`src/inc/ccb_pkg.sv`:
```
`default_nettype none

package ccb_pkg;

    ////////////////////////////////////////////////////////////////////////////
    // byte offsets
    localparam logic [7:0] CCB_OFS_STRAP = 8'h05;
    localparam logic [7:0] CCB_OFS_IDENT = 8'h06;
    localparam logic [7:0] CCB_OFS_RSVD = 8'h07;
    localparam logic [7:0] CCB_OFS_WDOG = 8'h08;
    localparam logic [7:0] CCB_OFS_DRIVE = 8'h09;

    ////////////////////////////////////////////////////////////////////////////
    // field positions
    localparam int CCB_STRAP_W = 5;
    localparam int CCB_STRAP_LSB = 3;
    localparam int CCB_BYPASS_BIT = 2;
    localparam int CCB_SHARED_BIT = 1;
    localparam int CCB_DUAL_BIT = 0;
    localparam int CCB_REV_LSB = 4;
    localparam int CCB_WD_CNT_W = 5;
    localparam int CCB_WD_CNT_LSB = 1;
    localparam int CCB_WD_TICK_BIT = 0;
    localparam int CCB_USB_DRV_BIT = 7;
    localparam int CCB_SLOT_DRV_BIT = 6;
    localparam int CCB_HUB_DRV_BIT = 5;
    localparam int CCB_WD_RST_EN_BIT = 4;
    localparam int CCB_FC_RST_EN_BIT = 3;
    localparam int CCB_WD_FLAG_BIT = 2;
    localparam int CCB_WD_RUN_BIT = 1;

    ////////////////////////////////////////////////////////////////////////////
    // reset values
    localparam logic [4:0] CCB_WD_COUNT_RST = 5'h1F;
    localparam logic [3:0] CCB_REV_CODE_RST = 4'h0;
    localparam logic [7:0] CCB_BYTE_ZERO = 8'h00;

    ////////////////////////////////////////////////////////////////////////////
    // timing
    localparam longint CCB_CLK_PERIOD_PS = 4000;
    localparam longint CCB_SHORT_TICK_MS = 150;
    localparam longint CCB_LONG_TICK_MS = 2500;
    localparam longint CCB_PS_PER_MS = 1000000000;
    localparam longint CCB_SHORT_TICK_CYC = (CCB_SHORT_TICK_MS * CCB_PS_PER_MS) / CCB_CLK_PERIOD_PS;
    localparam longint CCB_LONG_TICK_CYC = (CCB_LONG_TICK_MS * CCB_PS_PER_MS) / CCB_CLK_PERIOD_PS;

    typedef enum logic [2:0]
    {
        CCB_WD_IDLE = 3'b001,
        CCB_WD_COUNT = 3'b010,
        CCB_WD_DONE = 3'b100
    } ccb_wd_state_t;

endpackage : ccb_pkg

`default_nettype wire

```
`src/inc/ccb_ctl_if.sv`:
```
`default_nettype none

interface ccb_ctl_if;
    import ccb_pkg::*;
    logic tick;
    logic tick_clear;
    logic tick_pick;
    logic [CCB_STRAP_W-1:0] strap_value;
    logic strap_valid;

    modport tick_src (output tick, input tick_clear, input tick_pick);
    modport strap_src (output strap_value, output strap_valid);
    modport core (input tick, input strap_value, input strap_valid,
                  output tick_clear, output tick_pick);
endinterface : ccb_ctl_if

`default_nettype wire

```
`src/core/ccb_tick_gen.sv`:
```
`default_nettype none

module ccb_tick_gen
    import ccb_pkg::*;
#(
    parameter int unsigned SHORT_CYC = 32'(CCB_SHORT_TICK_CYC),
    parameter int unsigned LONG_CYC = 32'(CCB_LONG_TICK_CYC)
)
(
    input wire logic ref_clk,
    input wire logic nrst,
    ccb_ctl_if.tick_src ctl
);

    // a one-cycle period would tick every cycle and leave no idle cycle between ticks
    if (SHORT_CYC < 2 || LONG_CYC < 2)
    begin : g_bad_period
        $error("tick periods must be at least two cycles");
    end

    logic [31:0] cnt;
    logic [31:0] period;
    logic last_pick;
    logic pick_moved;

    // one tick per selected prescaler period
    assign period = ctl.tick_pick ? LONG_CYC : SHORT_CYC;
    // a new pick restarts the period, so no step comes out short
    assign pick_moved = ctl.tick_pick != last_pick;
    assign ctl.tick = (cnt >= period - 32'h00000001) && !ctl.tick_clear && !pick_moved;

    always_ff @(posedge ref_clk or negedge nrst)
    begin
        if (!nrst)
            cnt <= 32'h00000000;
        else if (ctl.tick_clear || ctl.tick || pick_moved)
            cnt <= 32'h00000000;
        else
            cnt <= cnt + 32'h00000001;
    end

    always_ff @(posedge ref_clk or negedge nrst)
    begin
        if (!nrst)
            last_pick <= 1'b0;
        else
            last_pick <= ctl.tick_pick;
    end
endmodule : ccb_tick_gen

`default_nettype wire

```
`src/core/ccb_strap_latch.sv`:
```
`default_nettype none

module ccb_strap_latch
    import ccb_pkg::*;
(
    input wire logic ref_clk,
    input wire logic nrst,
    input wire logic [CCB_STRAP_W-1:0] freq_strap_pins,
    ccb_ctl_if.strap_src ctl
);

    logic captured;
    logic [CCB_STRAP_W-1:0] value;

    // straps are sampled once, at the first edge after reset release
    always_ff @(posedge ref_clk or negedge nrst)
    begin
        if (!nrst)
        begin
            captured <= 1'b0;
            value <= 5'h00;
        end
        else if (!captured)
        begin
            captured <= 1'b1;
            value <= freq_strap_pins;
        end
    end

    assign ctl.strap_value = value;
    assign ctl.strap_valid = captured;
endmodule : ccb_strap_latch

`default_nettype wire

```
`src/core/ccb_top.sv`:
```
// What this block does
// - strap values latched at power-up read in bits 7..3, read-only.
// - bypass bit 0 uses straps, 1 uses software code; resets 0.
// - bit 1 picks shared output rate, bit 0 dual output rate; reset 0.
// - identification byte: revision in 7..4, fixed maker code in 3..0.
// - watchdog byte 5..1 hold count, resets all ones; 7..6 reserved.
// - count step is one prescaler period, short or long range.
// - watchdog byte bit 0 picks 150 ms or 2.5 s tick; reset 0.
// - at count zero set expired flag; reset pulse only if enabled.
// - drive byte bit 4 enables reset pulse on expiry; reset 0.
// - drive byte bits 7..5 boost drive of three output groups; reset 0.
// - with run set, count starts on frequency change; run 0 stops, reloads.
// - expired flag reads 1 after expiry; write 1 clears, 0 ignored.
`default_nettype none

module ccb_top
    import ccb_pkg::*;
#(
    parameter int unsigned SHORT_TICK_CYCLES = 32'(CCB_SHORT_TICK_CYC),
    parameter int unsigned LONG_TICK_CYCLES = 32'(CCB_LONG_TICK_CYC),
    parameter logic [3:0] REVISION_CODE = CCB_REV_CODE_RST,
    // arbitrary neutral value
    parameter logic [3:0] MAKER_CODE = 4'h5
)
(
    input wire logic ref_clk,
    input wire logic nrst,
    input wire logic [4:0] freq_strap_pins,
    input wire logic [4:0] sw_freq_code,
    input wire logic freq_change,
    input wire logic reg_wr,
    input wire logic reg_rd,
    input wire logic [7:0] reg_addr,
    input wire logic [7:0] reg_wdata,
    output logic [7:0] reg_rdata,
    output logic reg_rvalid,
    output logic [4:0] active_freq_code,
    output logic strap_bypass,
    output logic shared_output_rate_pick,
    output logic dual_rate_output_pick,
    output logic usb_group_drive_boost,
    output logic slot_bus_group_drive_boost,
    output logic hub_group_drive_boost,
    output logic freq_change_reset_enable,
    output logic wdog_expired_flag,
    output logic wdog_counting,
    output logic freq_locked,
    output logic sys_reset_pulse
);

    ////////////////////////////////////////////////////////////////////////////
    // helpers

    ccb_ctl_if ctl ();

    ccb_tick_gen #(
        .SHORT_CYC(SHORT_TICK_CYCLES),
        .LONG_CYC(LONG_TICK_CYCLES)
    ) u_tick (
        .ref_clk(ref_clk),
        .nrst(nrst),
        .ctl(ctl.tick_src)
    );

    ccb_strap_latch u_strap (
        .ref_clk(ref_clk),
        .nrst(nrst),
        .freq_strap_pins(freq_strap_pins),
        .ctl(ctl.strap_src)
    );

    ////////////////////////////////////////////////////////////////////////////
    // register storage

    logic wr_strap;
    logic wr_wdog;
    logic wr_drive;
    logic [4:0] wdog_timeout_count;
    logic wdog_tick_pick;
    logic wdog_reset_enable;
    logic wdog_run;
    logic bypass_toggle;
    logic run_stop;
    logic flag_clear;
    ccb_wd_state_t state;
    ccb_wd_state_t next_state;
    logic [4:0] wd_count;
    logic start;
    logic expire_now;

    assign wr_strap = reg_wr && reg_addr == CCB_OFS_STRAP;
    assign wr_wdog = reg_wr && reg_addr == CCB_OFS_WDOG;
    assign wr_drive = reg_wr && reg_addr == CCB_OFS_DRIVE;

    // locked after an expiry: frequency source may not change until run is cleared
    assign bypass_toggle = wr_strap && !freq_locked
        && reg_wdata[CCB_BYPASS_BIT] != strap_bypass;

    always_ff @(posedge ref_clk or negedge nrst)
    begin
        if (!nrst)
            strap_bypass <= 1'b0;
        else if (wr_strap && !freq_locked)
            strap_bypass <= reg_wdata[CCB_BYPASS_BIT];
    end

    always_ff @(posedge ref_clk or negedge nrst)
    begin
        if (!nrst)
        begin
            shared_output_rate_pick <= 1'b0;
            dual_rate_output_pick <= 1'b0;
        end
        else if (wr_strap)
        begin
            shared_output_rate_pick <= reg_wdata[CCB_SHARED_BIT];
            dual_rate_output_pick <= reg_wdata[CCB_DUAL_BIT];
        end
    end

    // latched strap values picked unless the bypass is set
    always_ff @(posedge ref_clk or negedge nrst)
    begin
        if (!nrst)
            active_freq_code <= 5'h00;
        else
            active_freq_code <= strap_bypass ? sw_freq_code : ctl.strap_value;
    end

    always_ff @(posedge ref_clk or negedge nrst)
    begin
        if (!nrst)
        begin
            wdog_timeout_count <= CCB_WD_COUNT_RST;
            wdog_tick_pick <= 1'b0;
        end
        else if (wr_wdog)
        begin
            wdog_timeout_count <= reg_wdata[CCB_WD_CNT_LSB +: CCB_WD_CNT_W];
            wdog_tick_pick <= reg_wdata[CCB_WD_TICK_BIT];
        end
    end

    always_ff @(posedge ref_clk or negedge nrst)
    begin
        if (!nrst)
        begin
            usb_group_drive_boost <= 1'b0;
            slot_bus_group_drive_boost <= 1'b0;
            hub_group_drive_boost <= 1'b0;
            wdog_reset_enable <= 1'b0;
            freq_change_reset_enable <= 1'b0;
            wdog_run <= 1'b0;
        end
        else if (wr_drive)
        begin
            usb_group_drive_boost <= reg_wdata[CCB_USB_DRV_BIT];
            slot_bus_group_drive_boost <= reg_wdata[CCB_SLOT_DRV_BIT];
            hub_group_drive_boost <= reg_wdata[CCB_HUB_DRV_BIT];
            wdog_reset_enable <= reg_wdata[CCB_WD_RST_EN_BIT];
            freq_change_reset_enable <= reg_wdata[CCB_FC_RST_EN_BIT];
            wdog_run <= reg_wdata[CCB_WD_RUN_BIT];
        end
    end

    ////////////////////////////////////////////////////////////////////////////
    // watchdog

    assign run_stop = wr_drive && !reg_wdata[CCB_WD_RUN_BIT];
    // a new frequency change while counting restarts from the stored count
    assign start = wdog_run && (freq_change || bypass_toggle);
    assign expire_now = state == CCB_WD_COUNT && wd_count == 5'h00;
    assign flag_clear = wr_drive && reg_wdata[CCB_WD_FLAG_BIT];
    assign ctl.tick_pick = wdog_tick_pick;
    assign ctl.tick_clear = start;

    always_comb
    begin
        next_state = state;
        case (state)
            CCB_WD_IDLE:
                if (start)
                    next_state = CCB_WD_COUNT;
            CCB_WD_COUNT:
                if (expire_now)
                    next_state = CCB_WD_DONE;
            CCB_WD_DONE:
                next_state = CCB_WD_DONE;
            default:
                next_state = CCB_WD_IDLE;
        endcase
        if (run_stop)
            next_state = CCB_WD_IDLE;
    end

    always_ff @(posedge ref_clk or negedge nrst)
    begin
        if (!nrst)
            state <= CCB_WD_IDLE;
        else
            state <= next_state;
    end

    always_ff @(posedge ref_clk or negedge nrst)
    begin
        if (!nrst)
            wd_count <= CCB_WD_COUNT_RST;
        else if (run_stop || state == CCB_WD_IDLE && !start)
            wd_count <= wdog_timeout_count;
        else if (start && state != CCB_WD_DONE)
            wd_count <= wdog_timeout_count;
        else if (state == CCB_WD_COUNT && ctl.tick && wd_count != 5'h00)
            wd_count <= wd_count - 5'h01;
    end

    // set beats clear when both land in one cycle
    always_ff @(posedge ref_clk or negedge nrst)
    begin
        if (!nrst)
            wdog_expired_flag <= 1'b0;
        else if (expire_now)
            wdog_expired_flag <= 1'b1;
        else if (flag_clear)
            wdog_expired_flag <= 1'b0;
    end

    always_ff @(posedge ref_clk or negedge nrst)
    begin
        if (!nrst)
            sys_reset_pulse <= 1'b0;
        else
            sys_reset_pulse <= expire_now && wdog_reset_enable;
    end

    assign wdog_counting = state == CCB_WD_COUNT;
    assign freq_locked = state == CCB_WD_DONE;

    ////////////////////////////////////////////////////////////////////////////
    // read path

    logic [7:0] next_rdata;

    always_comb
    begin
        next_rdata = CCB_BYTE_ZERO;
        case (reg_addr)
            CCB_OFS_STRAP:
            begin
                next_rdata[CCB_STRAP_LSB +: CCB_STRAP_W] = ctl.strap_value;
                next_rdata[CCB_BYPASS_BIT] = strap_bypass;
                next_rdata[CCB_SHARED_BIT] = shared_output_rate_pick;
                next_rdata[CCB_DUAL_BIT] = dual_rate_output_pick;
            end
            CCB_OFS_IDENT:
            begin
                next_rdata[CCB_REV_LSB +: 4] = REVISION_CODE;
                next_rdata[3:0] = MAKER_CODE;
            end
            CCB_OFS_WDOG:
            begin
                next_rdata[CCB_WD_CNT_LSB +: CCB_WD_CNT_W] = wdog_timeout_count;
                next_rdata[CCB_WD_TICK_BIT] = wdog_tick_pick;
            end
            CCB_OFS_DRIVE:
            begin
                next_rdata[CCB_USB_DRV_BIT] = usb_group_drive_boost;
                next_rdata[CCB_SLOT_DRV_BIT] = slot_bus_group_drive_boost;
                next_rdata[CCB_HUB_DRV_BIT] = hub_group_drive_boost;
                next_rdata[CCB_WD_RST_EN_BIT] = wdog_reset_enable;
                next_rdata[CCB_FC_RST_EN_BIT] = freq_change_reset_enable;
                next_rdata[CCB_WD_FLAG_BIT] = wdog_expired_flag;
                next_rdata[CCB_WD_RUN_BIT] = wdog_run;
            end
            default:
                next_rdata = CCB_BYTE_ZERO;
        endcase
    end

    always_ff @(posedge ref_clk or negedge nrst)
    begin
        if (!nrst)
        begin
            reg_rdata <= CCB_BYTE_ZERO;
            reg_rvalid <= 1'b0;
        end
        else
        begin
            reg_rvalid <= reg_rd;
            if (reg_rd)
                reg_rdata <= next_rdata;
        end
    end
endmodule : ccb_top

`default_nettype wire

```
`config.mk`:
```
export PLATFORM = sky130hd
export DESIGN_NAME = ccb_top
export DESIGN_NICKNAME = d
export VERILOG_FILES = /design/src/inc/ccb_pkg.sv /design/src/inc/ccb_ctl_if.sv /design/src/core/ccb_tick_gen.sv /design/src/core/ccb_strap_latch.sv /design/src/core/ccb_top.sv
export SDC_FILE = /design/constraint.sdc
export NUM_CORES = 1
export LEC_CHECK = 0
export BUFFER_PORTS_ARGS = -buffer_cell sky130_fd_sc_hd__buf_2
export CAP_MARGIN = 0
export CORE_UTILIZATION = 30
export DETAILED_ROUTE_END_ITERATION = 8
export SLEW_MARGIN = 0
export SYNTH_ARGS = -nofsm -noshare
export SYNTH_HDL_FRONTEND = slang
export SYNTH_SLANG_ARGS = --single-unit
export TNS_END_PERCENT = 100
```
`constraint.sdc`:
```
create_clock -name ref_clk -period 2.82 [get_ports ref_clk]
set_input_delay 0.282 -clock ref_clk [delete_from_list [all_inputs] [get_ports ref_clk]]
set_output_delay 0.282 -clock ref_clk [all_outputs]
set_load 0.05 [all_outputs]
```
==> results.cfg, run 1 <==
[logic_synthesis]
async_flop_share_pct = 100.0
synth.distinct_cells = 55
yosysSeqAreaShare_pct = 49.53
synth_warnings = 0
netlist_area_um2 = 3969
syn_inst = 374
synth_nets = 422
synth_edf_count = 0
ys_ff_latch = 78
ys.flop_type = dfrtp_1
syn-mean-instance-area_um2 = 10.61

[final_layout]
n_antenna_cell = 0
final_common_cell = dfrtp_1
final_area_um2 = 4801
syn_to_final_growth_pct = 20.96
final_cells = 612
fillers = 1224
most-common-layout-cells = dfrtp_1 (67), buf_2 (54), nor2_1 (50)
final_nets = 483
drive_gt1_share_pct = 27.95

[critical_path]
path_cells = buf_4 > ha_1 > a2111oi_0 > o21ai_0 > nor2_1 > nor3_4 > o21ai_2 > nor3_1 > a221o_2
worst-r2r-cell-count = 9
worstPathMaxFanout = 10
cp-start-kind = flop
crit_start = ctl.tick_pick
timing.rr.end = wd_count[1]
worstReg2RegStart = ctl.tick_pick
end_kind = flop
max_stage_delay_ns = 0.45
worstPathArrival_ns = 2.75
r2r_slack_ns = 0.33
slowest_stage = a2111oi_0
cp_data_required_time_ns = 3.08
crit_type = flop to flop

[pwr]
leakagePower_nw = 2.159
power.density_nw_per_um2 = 581.3
irDropWorstVdd_mv = 0.2797

[grt]
first_global_vias = 2971
grt_overflow = 0
grt_pass1_wl_mm = 14.47
antenna_found_initial = 0
grt_usage_pct = 13.90
grt_max_degree = 79

[clocking]
ctsHoldBuffers = 0
cts_setup_buffers = 0
path_clk_slew_ns = 0.06
cts_tree = done
clockBufferDepth = 2
cts_inserted_buffers = 9
cts-root-buf = clkbuf_16
clock-sinks = 78
h-tree-depth = 3
clk_latency_ns = 0.33
ctsResizeCount = 0

[timing]
max_freq_ghz = 0.4020
fin_crit_sh_pct = 88.21
setup_violations = 0
hold_viol = 0
rsz0062_at_grt = no
period_minus_slack_ns = 2.488
setup_tns_ns = 0
report.final.slew_viol_count = 0
relSlewSlack_pct = 34.73
tightest_slew_ns = 0.9791
finalClockSkew_ns = 0.005815

[drt]
wl_mm = 8.844
vias = 2996
drt-initial-drc-count = 185
first_pass_iters = 4
remaining_drc_errors = 0
wl_per_cell_um = 14.45
ant_nets = 0
viasPerCell = 4.895

[placement]
io_buffers = 55
dp.cells = 596
post_dp_cell_area_um2 = 4451
post-dp-hpwl_mm = 6.350
place_congestion = 0.7572

[floorplan]
die_y_um = 117.0
die_w_um = 117.0
core_um2 = 12770
num_io_pins = 56
rows = 41
die-area_um2 = 13690
start_util_pct = 31.07

[status]
status = complete, no violations

[hold_path]
hp-class = primary input to asynchronous set/reset pin

[flow_run]
maxCapViolations = 0
-- per-stage QoR --
step                power, W  util [%]  hold slack (ns)  setup WS [ns]
floorplan           0.001370         -         -0.01359         0.2350
global placement    0.001461     34.84           0.4474         0.2856
detailed placement  0.001467     34.84           0.4501         0.1649
CTS                 0.002823     37.57           0.1540         0.1522
global route        0.002891     37.58           0.1682        0.07326
finish              0.002791     37.58          0.09130         0.3325
-- cells by family (layout without fill, tap and decap cells) --
logic type / Yosys count / in the layout / synth area share (%)
and+or+nand+nor: 142 / 142 / 18.82
DFF: 78 / 78 / 49.53
AOI/OAI and AO/OA: 59 / 59 / 9.899
xor gates and xnor gates: 33 / 33 / 7.282
muxes: 24 / 24 / 6.810
buffers and inverters: 19 / 85 / 2.112
adders and majority gates: 17 / 17 / 5.359
other: 2 / 2 / 0.1892
-- sequential cells by signal, indices dropped and copies added (netlist names) --
register,flops
sys_reset_pulse,1
u_strap.ctl.strap_value,5
dual_rate_output_pick,1
active_freq_code,5
state,3
ctl.tick_pick,1
wdog_reset_enable,1
wdog_timeout_count,5
u_strap.ctl.strap_valid,1
strap_bypass,1
shared_output_rate_pick,1
freq_change_reset_enable,1
wd_count,5
usb_group_drive_boost,1
u_tick.cnt,32
wdog_run,1
reg_rdata,8
slot_bus_group_drive_boost,1
u_tick.last_pick,1
wdog_expired_flag,1
hub_group_drive_boost,1
reg_rvalid,1
-- worst max-delay path by stage --
stage,end,cells after the start
finish,wd_count[1],9
global route,wd_count[1],9
CTS,wd_count[1],9
detailed placement,wd_count[1],9
global placement,wd_count[1],9
floorplan,wd_count[3],9
-- cell type report --
cell class	count	area, um2	area share, %
clock buffers	11	242.7	5.056
clock inverters	5	106.4	2.215
inverters	10	37.54	0.7819
multi-input cells	277	1926	40.11
flip-flops and latches	78	1966	40.94
well taps	172	215.2	4.483
repair buffers	59	307.8	6.411
-- critical path: cells and delay by family (launching register included) --
| kind | cells | cell delay [ns] |
|---|---|---|
| and+or+nand+nor | 3 | 0.36 |
| AOI/OAI and AO/OA | 4 | 1.16 |
| adders and majority gates | 1 | 0.32 |
| buffers and inverters | 1 | 0.19 |
| DFF | 1 | 0.38 |
-- metal layers --
metal	share of wire, %	track usage, %	wire length (um)
met1	47	18.14	4150
met2	47	22.05	4179
met3	3.7	2.935	330
met4	2.1	6.582	184
met5	0	0	0
-- Yosys cell counts (all sizes together) (2+ instances only) --
cell type | instances | share of area [%]
dfrtp | 67 | 42
nor2 | 51 | 4.9
nand2 | 33 | 3.2
mux2 | 24 | 6.8
xor2 | 23 | 5.1
a21oi | 18 | 2.3
ha | 17 | 5.4
nand3 | 13 | 1.6
dfstp | 11 | 7.3
inv | 10 | 0.95
o21ai | 10 | 1.4
xnor2 | 10 | 2.2
and3 | 9 | 1.5
nand4 | 8 | 1.3
o22ai | 7 | 1.1
buf | 6 | 0.88
nor3 | 6 | 1.6
a22o | 4 | 0.88
nor3b | 4 | 0.88
clkbuf | 3 | 0.28
nand2b | 3 | 0.47
nand4b | 3 | 0.66
a2111oi | 2 | 0.44
a211oi | 2 | 0.38
a221oi | 2 | 0.44
a22oi | 2 | 0.38
and2 | 2 | 0.32
and4 | 2 | 0.44
conb | 2 | 0.19
nor2b | 2 | 0.32
o211ai | 2 | 0.50
o21a | 2 | 0.38
-- where the power goes --
part	internal [W]	switching, W
clock	0.000891	0.000454
sequential	0.00117	0.0000304
combinational	0.0000821	0.000166
total	0.00214	0.000650
(Power assumes the default switching activity.)
==> inputs of run 2 (changes only) <==
BUFFER_PORTS_ARGS = default   (was -buffer_cell sky130_fd_sc_hd__buf_2)
DONT_BUFFER_PORTS = 1   (was default)
clock period = 2 ns   (was 2.82 ns; I/O delays follow)
==> run 2 against run 1 <==
Net effect: clock skew is 0.0032 ns higher; largest cell class is now multi-input combinational cells; utilization is 2.9 points higher; global-route usage is 1.0 points higher; wire length is 7.6% higher; sequential power is 48% higher; the flow now finishes with violations (hold timing, setup timing).
==> results.cfg, run 2 (synthesized netlist as in run 1, its figures left out) <==
[final_layout]
reg.largest.list = u_tick.cnt (32), reg_rdata (8)
final_common_cell = dfrtp_1
final_nets = 481
syn_to_final_growth_pct = 30.17
fillers = 1215
n_antenna_cell = 0
largest_reg_flops = 32
seq_area_um2 = 1967
most-common-layout-cells = dfrtp_1 (66), buf_4 (43), nand2_1 (31)
drive_gt1_share_pct = 34.25
final_core_util_pct = 40.44
multiInputGateArea_um2 = 2118
regMostFlops = u_tick.cnt

[grt]
antenna_found_initial = 0
grt_overflow = 0
grt_usage_pct = 14.92
grt_max_degree = 79
grt_pass1_wl_mm = 15.53
first_global_vias = 3083

[timing]
finalClockSkew_ns = 0.008971
max_freq_ghz = 0.4211
fin_hold_ws_ns = -0.4521
rsz0062_at_grt = yes
tightest_slew_ns = 0.5282
period_minus_slack_ns = 2.375
relSlewSlack_pct = 64.79
report.final.slew_viol_count = 0
fin_crit_sh_pct = 118.7
setup_tns_ns = -11.94
setup_violations = 36
hold_viol = 78
timing.final.ws_setup_ns = -0.3748

[critical_path]
worstPathMaxFanout = 5
worstPathBufferInverterCount = 1
cpLargestDelayFamily = simple AND/OR/NAND/NOR gates
crit_top_cell = nor3_4
cp-start-kind = flop
worstPathArrival_ns = 2.64
worst-r2r-cell-count = 9
max_stage_delay_ns = 0.47
cp_data_required_time_ns = 2.26
slowest_stage = or4b_4
crit_type = flop to flop
path_cells = inv_4 > ha_4 > or4b_4 > nor3_4 > o211ai_2 > nor3_4 > o21ai_4 > o21a_1 > o31a_1
end_kind = flop
cp.depth = 9

[hold_path]
hp-class = primary input to asynchronous set/reset pin

[flow_run]
maxCapViolations = 0

[status]
status = finished, violations left
violations = hold timing, setup timing

[pwr]
leakagePower_nw = 2.164
power.density_nw_per_um2 = 737.6
irDropWorstVdd_mv = 0.4458
power_w = 0.003810

[floorplan]
die_w_um = 117.0
die-area_um2 = 13690
core_um2 = 12770
start_util_pct = 31.07
rows = 41
die_y_um = 117.0
num_io_pins = 56

[placement]
dp_slack_ns = -0.4135
post-dp-hpwl_mm = 6.404
place_congestion = 0.7623
io_buffers = 0

[clocking]
cts_tree = done
h-tree-depth = 3
clockBufferDepth = 2
clk_latency_ns = 0.34
cts-root-buf = clkbuf_16
path_clk_slew_ns = 0.07
cts_inserted_buffers = 9
clock-sinks = 78

[drt]
vias = 3033
remaining_drc_errors = 0
wl_mm = 9.514
first_pass_iters = 6
ant_nets = 0
drt-initial-drc-count = 155
viasPerCell = 4.972
wl_per_cell_um = 15.60
[run 2: final timing paths]
| path | slack, ns | start | to |
|---|---|---|---|
| setup reg to reg | -0.37 | ctl.tick_pick | wd_count[3] |
| hold / removal | -0.45 | nrst | u_strap.ctl.strap_value[2] |
| setup / recovery | -0.37 | ctl.tick_pick | wd_count[3] |
| min in group ref_clk | 0.01 | reg_wdata[7] | usb_group_drive_boost |
| hold reg to reg | 0.47 | wdog_timeout_count[0] | wd_count[0] |
| max in group asynchronous | 2.24 | nrst | wd_count[4] |
[run 2: per-layer routing]
layer	global-route usage (%)	wire length, um	vias up	share of wire [%]
met4	7.511	269	0	2.8
met1	19.54	4266	1513	45
met3	2.987	310	20	3.3
met5	0	0	-	0
met2	23.55	4667	55	49
li1	-	-	1445	-
[run 2: worst reg2reg max path: cells and delay by family, from the launching register on]
family          cells  cell delay [ns]
simple gates        3             0.94
compound gates      4             0.66
flops               1             0.40
fa+ha+maj           1             0.26
buf+inv             1             0.06
[run 2: repair_timing]
action | CTS | global route
hold buffers | 8 | 1
buffers inserted | 1 | 1
cloned | 0 | 3
hold endpoints to repair | 95 | 79
endpoints found under the setup margin | 36 | 36
resized for setup | 6 | 48
pin swaps | 4 | 8
[run 2: metrics by stage]
stage / std cells / cell area [um2] / hold slack (ns)
final: 610 / 5166 / -0.4521
after floorplan: 374 / 4009 / -0.09559
after global routing: 610 / 5166 / -0.4657
after CTS: 605 / 4938 / -0.4616
after global placement: 580 / 4494 / -0.09413
after detailed placement: 580 / 4494 / -0.09425
[run 2: where the power goes]
group	total [W]	internal [W]	switching [W]
registers	0.00177	0.00165	0.000128
logic	0.000283	0.000141	0.000142
clock network	0.00175	0.00110	0.000655
[run 2: area by class of cell]
class | count | share of cell area (%)
clock buffer | 11 | 4.505
clock inverter | 5 | 1.623
inverter | 10 | 0.7750
multi-input combinational | 277 | 41.00
sequential | 78 | 38.07
tap | 172 | 4.166
timing repair buffer | 57 | 9.857
==> inputs of run 3 (changes only) <==
CORE_MARGIN = 3   (was default)
==> run 3 against run 2 <==
Net effect: the run still ends with hold timing, setup timing left; non-clock buffer count up 3; sequential share of layout area up 0.99 points; worst setup slack better by 0.012 ns; via count down 0.53%; maximum frequency up 0.50%; critical path type unchanged; sequential cell count unchanged; utilization down 1.0 points; clock power down 7%; largest power group unchanged.
==> results.cfg, run 3 (synthesized netlist as in run 1, its figures left out) <==
[critical_path]
cp-start-kind = flop
crit_top_cell = nor3_4
crit_type = flop to flop
r2r_slack_ns = -0.36
cpLargestDelayFamily = simple AND/OR/NAND/NOR gates
end_kind = flop
worstReg2RegStart = ctl.tick_pick
worstPathArrival_ns = 2.63
worst-r2r-cell-count = 9
max_stage_delay_ns = 0.47
slowest_stage = or4b_4
timing.rr.end = wd_count[3]
worstPathMaxFanout = 5
cp_data_required_time_ns = 2.26
path_cells = inv_4 > ha_4 > or4b_4 > nor3_4 > o211ai_2 > nor3_4 > o21ai_2 > o21a_1 > o31a_1
worstPathBufferInverterCount = 1

[timing]
fin_crit_sh_pct = 118.2
timing.final.ws_setup_ns = -0.3631
rsz0062_at_grt = yes
fin_hold_ws_ns = -0.4480
relSlewSlack_pct = 63.08
period_minus_slack_ns = 2.363
max_freq_ghz = 0.4232
finalClockSkew_ns = 0.004923
setup_violations = 36
tightest_slew_ns = 0.5537
hold_viol = 78
report.final.slew_viol_count = 0

[final_layout]
final_common_cell = dfrtp_1
final_area_um2 = 5035
syn_to_final_growth_pct = 26.86
regMostFlops = u_tick.cnt
drive_gt1_share_pct = 27.66
final_cells = 613
final_nets = 484
final_core_util_pct = 39.42
reg.largest.list = u_tick.cnt (32), reg_rdata (8)
most-common-layout-cells = dfrtp_1 (66), nor2_1 (49), buf_4 (44)
n_antenna_cell = 0
largest_reg_flops = 32

[flow_run]
maxCapViolations = 0

[pwr]
clock_power_share_pct = 44.7
seq_power_share_pct = 48.5
internal_power_w = 0.002750
irDropWorstVdd_mv = 0.2980
switching_share_pct = 24.78
power_frac_comb_pct = 6.9
switchingPower_w = 0.0009058
power.density_nw_per_um2 = 726.1
leakagePower_nw = 2.160

[clocking]
clk_latency_ns = 0.34
path_clk_slew_ns = 0.06
h-tree-depth = 3
clockBufferDepth = 2
clock-sinks = 78
cts_tree = done
cts_inserted_buffers = 9
cts-root-buf = clkbuf_16

[placement]
place_congestion = 0.8266
dp.cells = 582
post_dp_cell_area_um2 = 4509
post-dp-hpwl_mm = 6.419
io_buffers = 0

[floorplan]
die_w_um = 121.0
die_y_um = 121.0
die-area_um2 = 14650
start_util_pct = 31.07
rows = 41
num_io_pins = 56
core_um2 = 12770

[drt]
vias = 3017
wl_mm = 9.444
remaining_drc_errors = 0
drt-initial-drc-count = 215
wl_per_cell_um = 15.41
ant_nets = 0
viasPerCell = 4.922
first_pass_iters = 4

[grt]
grt_max_degree = 79
antenna_found_initial = 0
grt_pass1_wl_mm = 15.68
grt_overflow = 0
first_global_vias = 3150
grt_usage_pct = 13.48

[hold_path]
hp-class = primary input to asynchronous set/reset pin

[status]
status = finished, violations left
violations = hold timing, setup timing
[run 3: repair_timing]
action                                 in CTS  in global routing
hold buffers                                8                  4
buffers inserted                            0                  1
setup endpoints to repair                  36                 36
pin swaps                                   4                 12
cloned                                      0                  2
endpoints found under the hold margin      94                 82
resized for setup                           6                  7
[run 3: worst register-to-register path, stage by stage, from the launching register on]
cell and delay [ns]:
dfrtp_2 0.39, inv_4 0.06, ha_4 0.26, or4b_4 0.47, nor3_4 0.17, o211ai_2 0.13, nor3_4 0.26, o21ai_2 0.12
o21a_1 0.20, o31a_1 0.23
[run 3: metrics by stage]
stage / setup slack (ns) / total power [W] / hold slack (ns) / TNS, ns
5_1_grt: -0.5265 / 0.003809 / -0.4671 / -16.70
2_1_floorplan: -0.3425 / 0.001943 / -0.09559 / -9.415
6_report: -0.3631 / 0.003656 / -0.4480 / -11.70
4_1_cts: -0.3886 / 0.003661 / -0.4611 / -13.13
3_3_place_gp: -0.3472 / 0.001993 / -0.09358 / -11.55
3_5_place_dp: -0.4021 / 0.002001 / -0.09385 / -13.33
[run 3: how the worst max path moves through the flow]
stage,start,endpoint,slack (ns),cells after the start
floorplan,ctl.tick_pick,wd_count[3],-0.34,9
global placement,ctl.tick_pick,wd_count[1],-0.35,9
detailed placement,ctl.tick_pick,wd_count[1],-0.40,9
CTS,ctl.tick_pick,wd_count[3],-0.39,9
global route,ctl.tick_pick,wd_count[0],-0.53,10
finish,ctl.tick_pick,wd_count[3],-0.36,9
[run 3: metal layers]
layer	track usage (%)	part of all wire (%)	vias to the layer above
li1	-	-	1445
met1	17.02	45	1509
met2	22.02	50	45
met3	2.937	3.1	18
met4	6.232	2.3	0
met5	0	0	-
[run 3: cell type report]
class | count | area (um2)
clock buffer | 10 | 229.0
inverter | 10 | 40.04
multi-input combinational | 277 | 1996
tap | 172 | 215.2
timing repair buffer | 60 | 518.0
sequential | 78 | 1967
fill | 1223 | 7739
clock inverter | 6 | 70.07
[run 3: power by group through the flow]
| stage | clock network, W | registers (W) | logic, W |
|---|---|---|---|
| detailed placement | 0 | 0.00180 | 0.000201 |
| global placement | 0 | 0.00180 | 0.000194 |
| global route | 0.00175 | 0.00178 | 0.000278 |
| finish | 0.00163 | 0.00177 | 0.000251 |
| CTS | 0.00167 | 0.00177 | 0.000221 |
| floorplan | 0 | 0.00179 | 0.000153 |
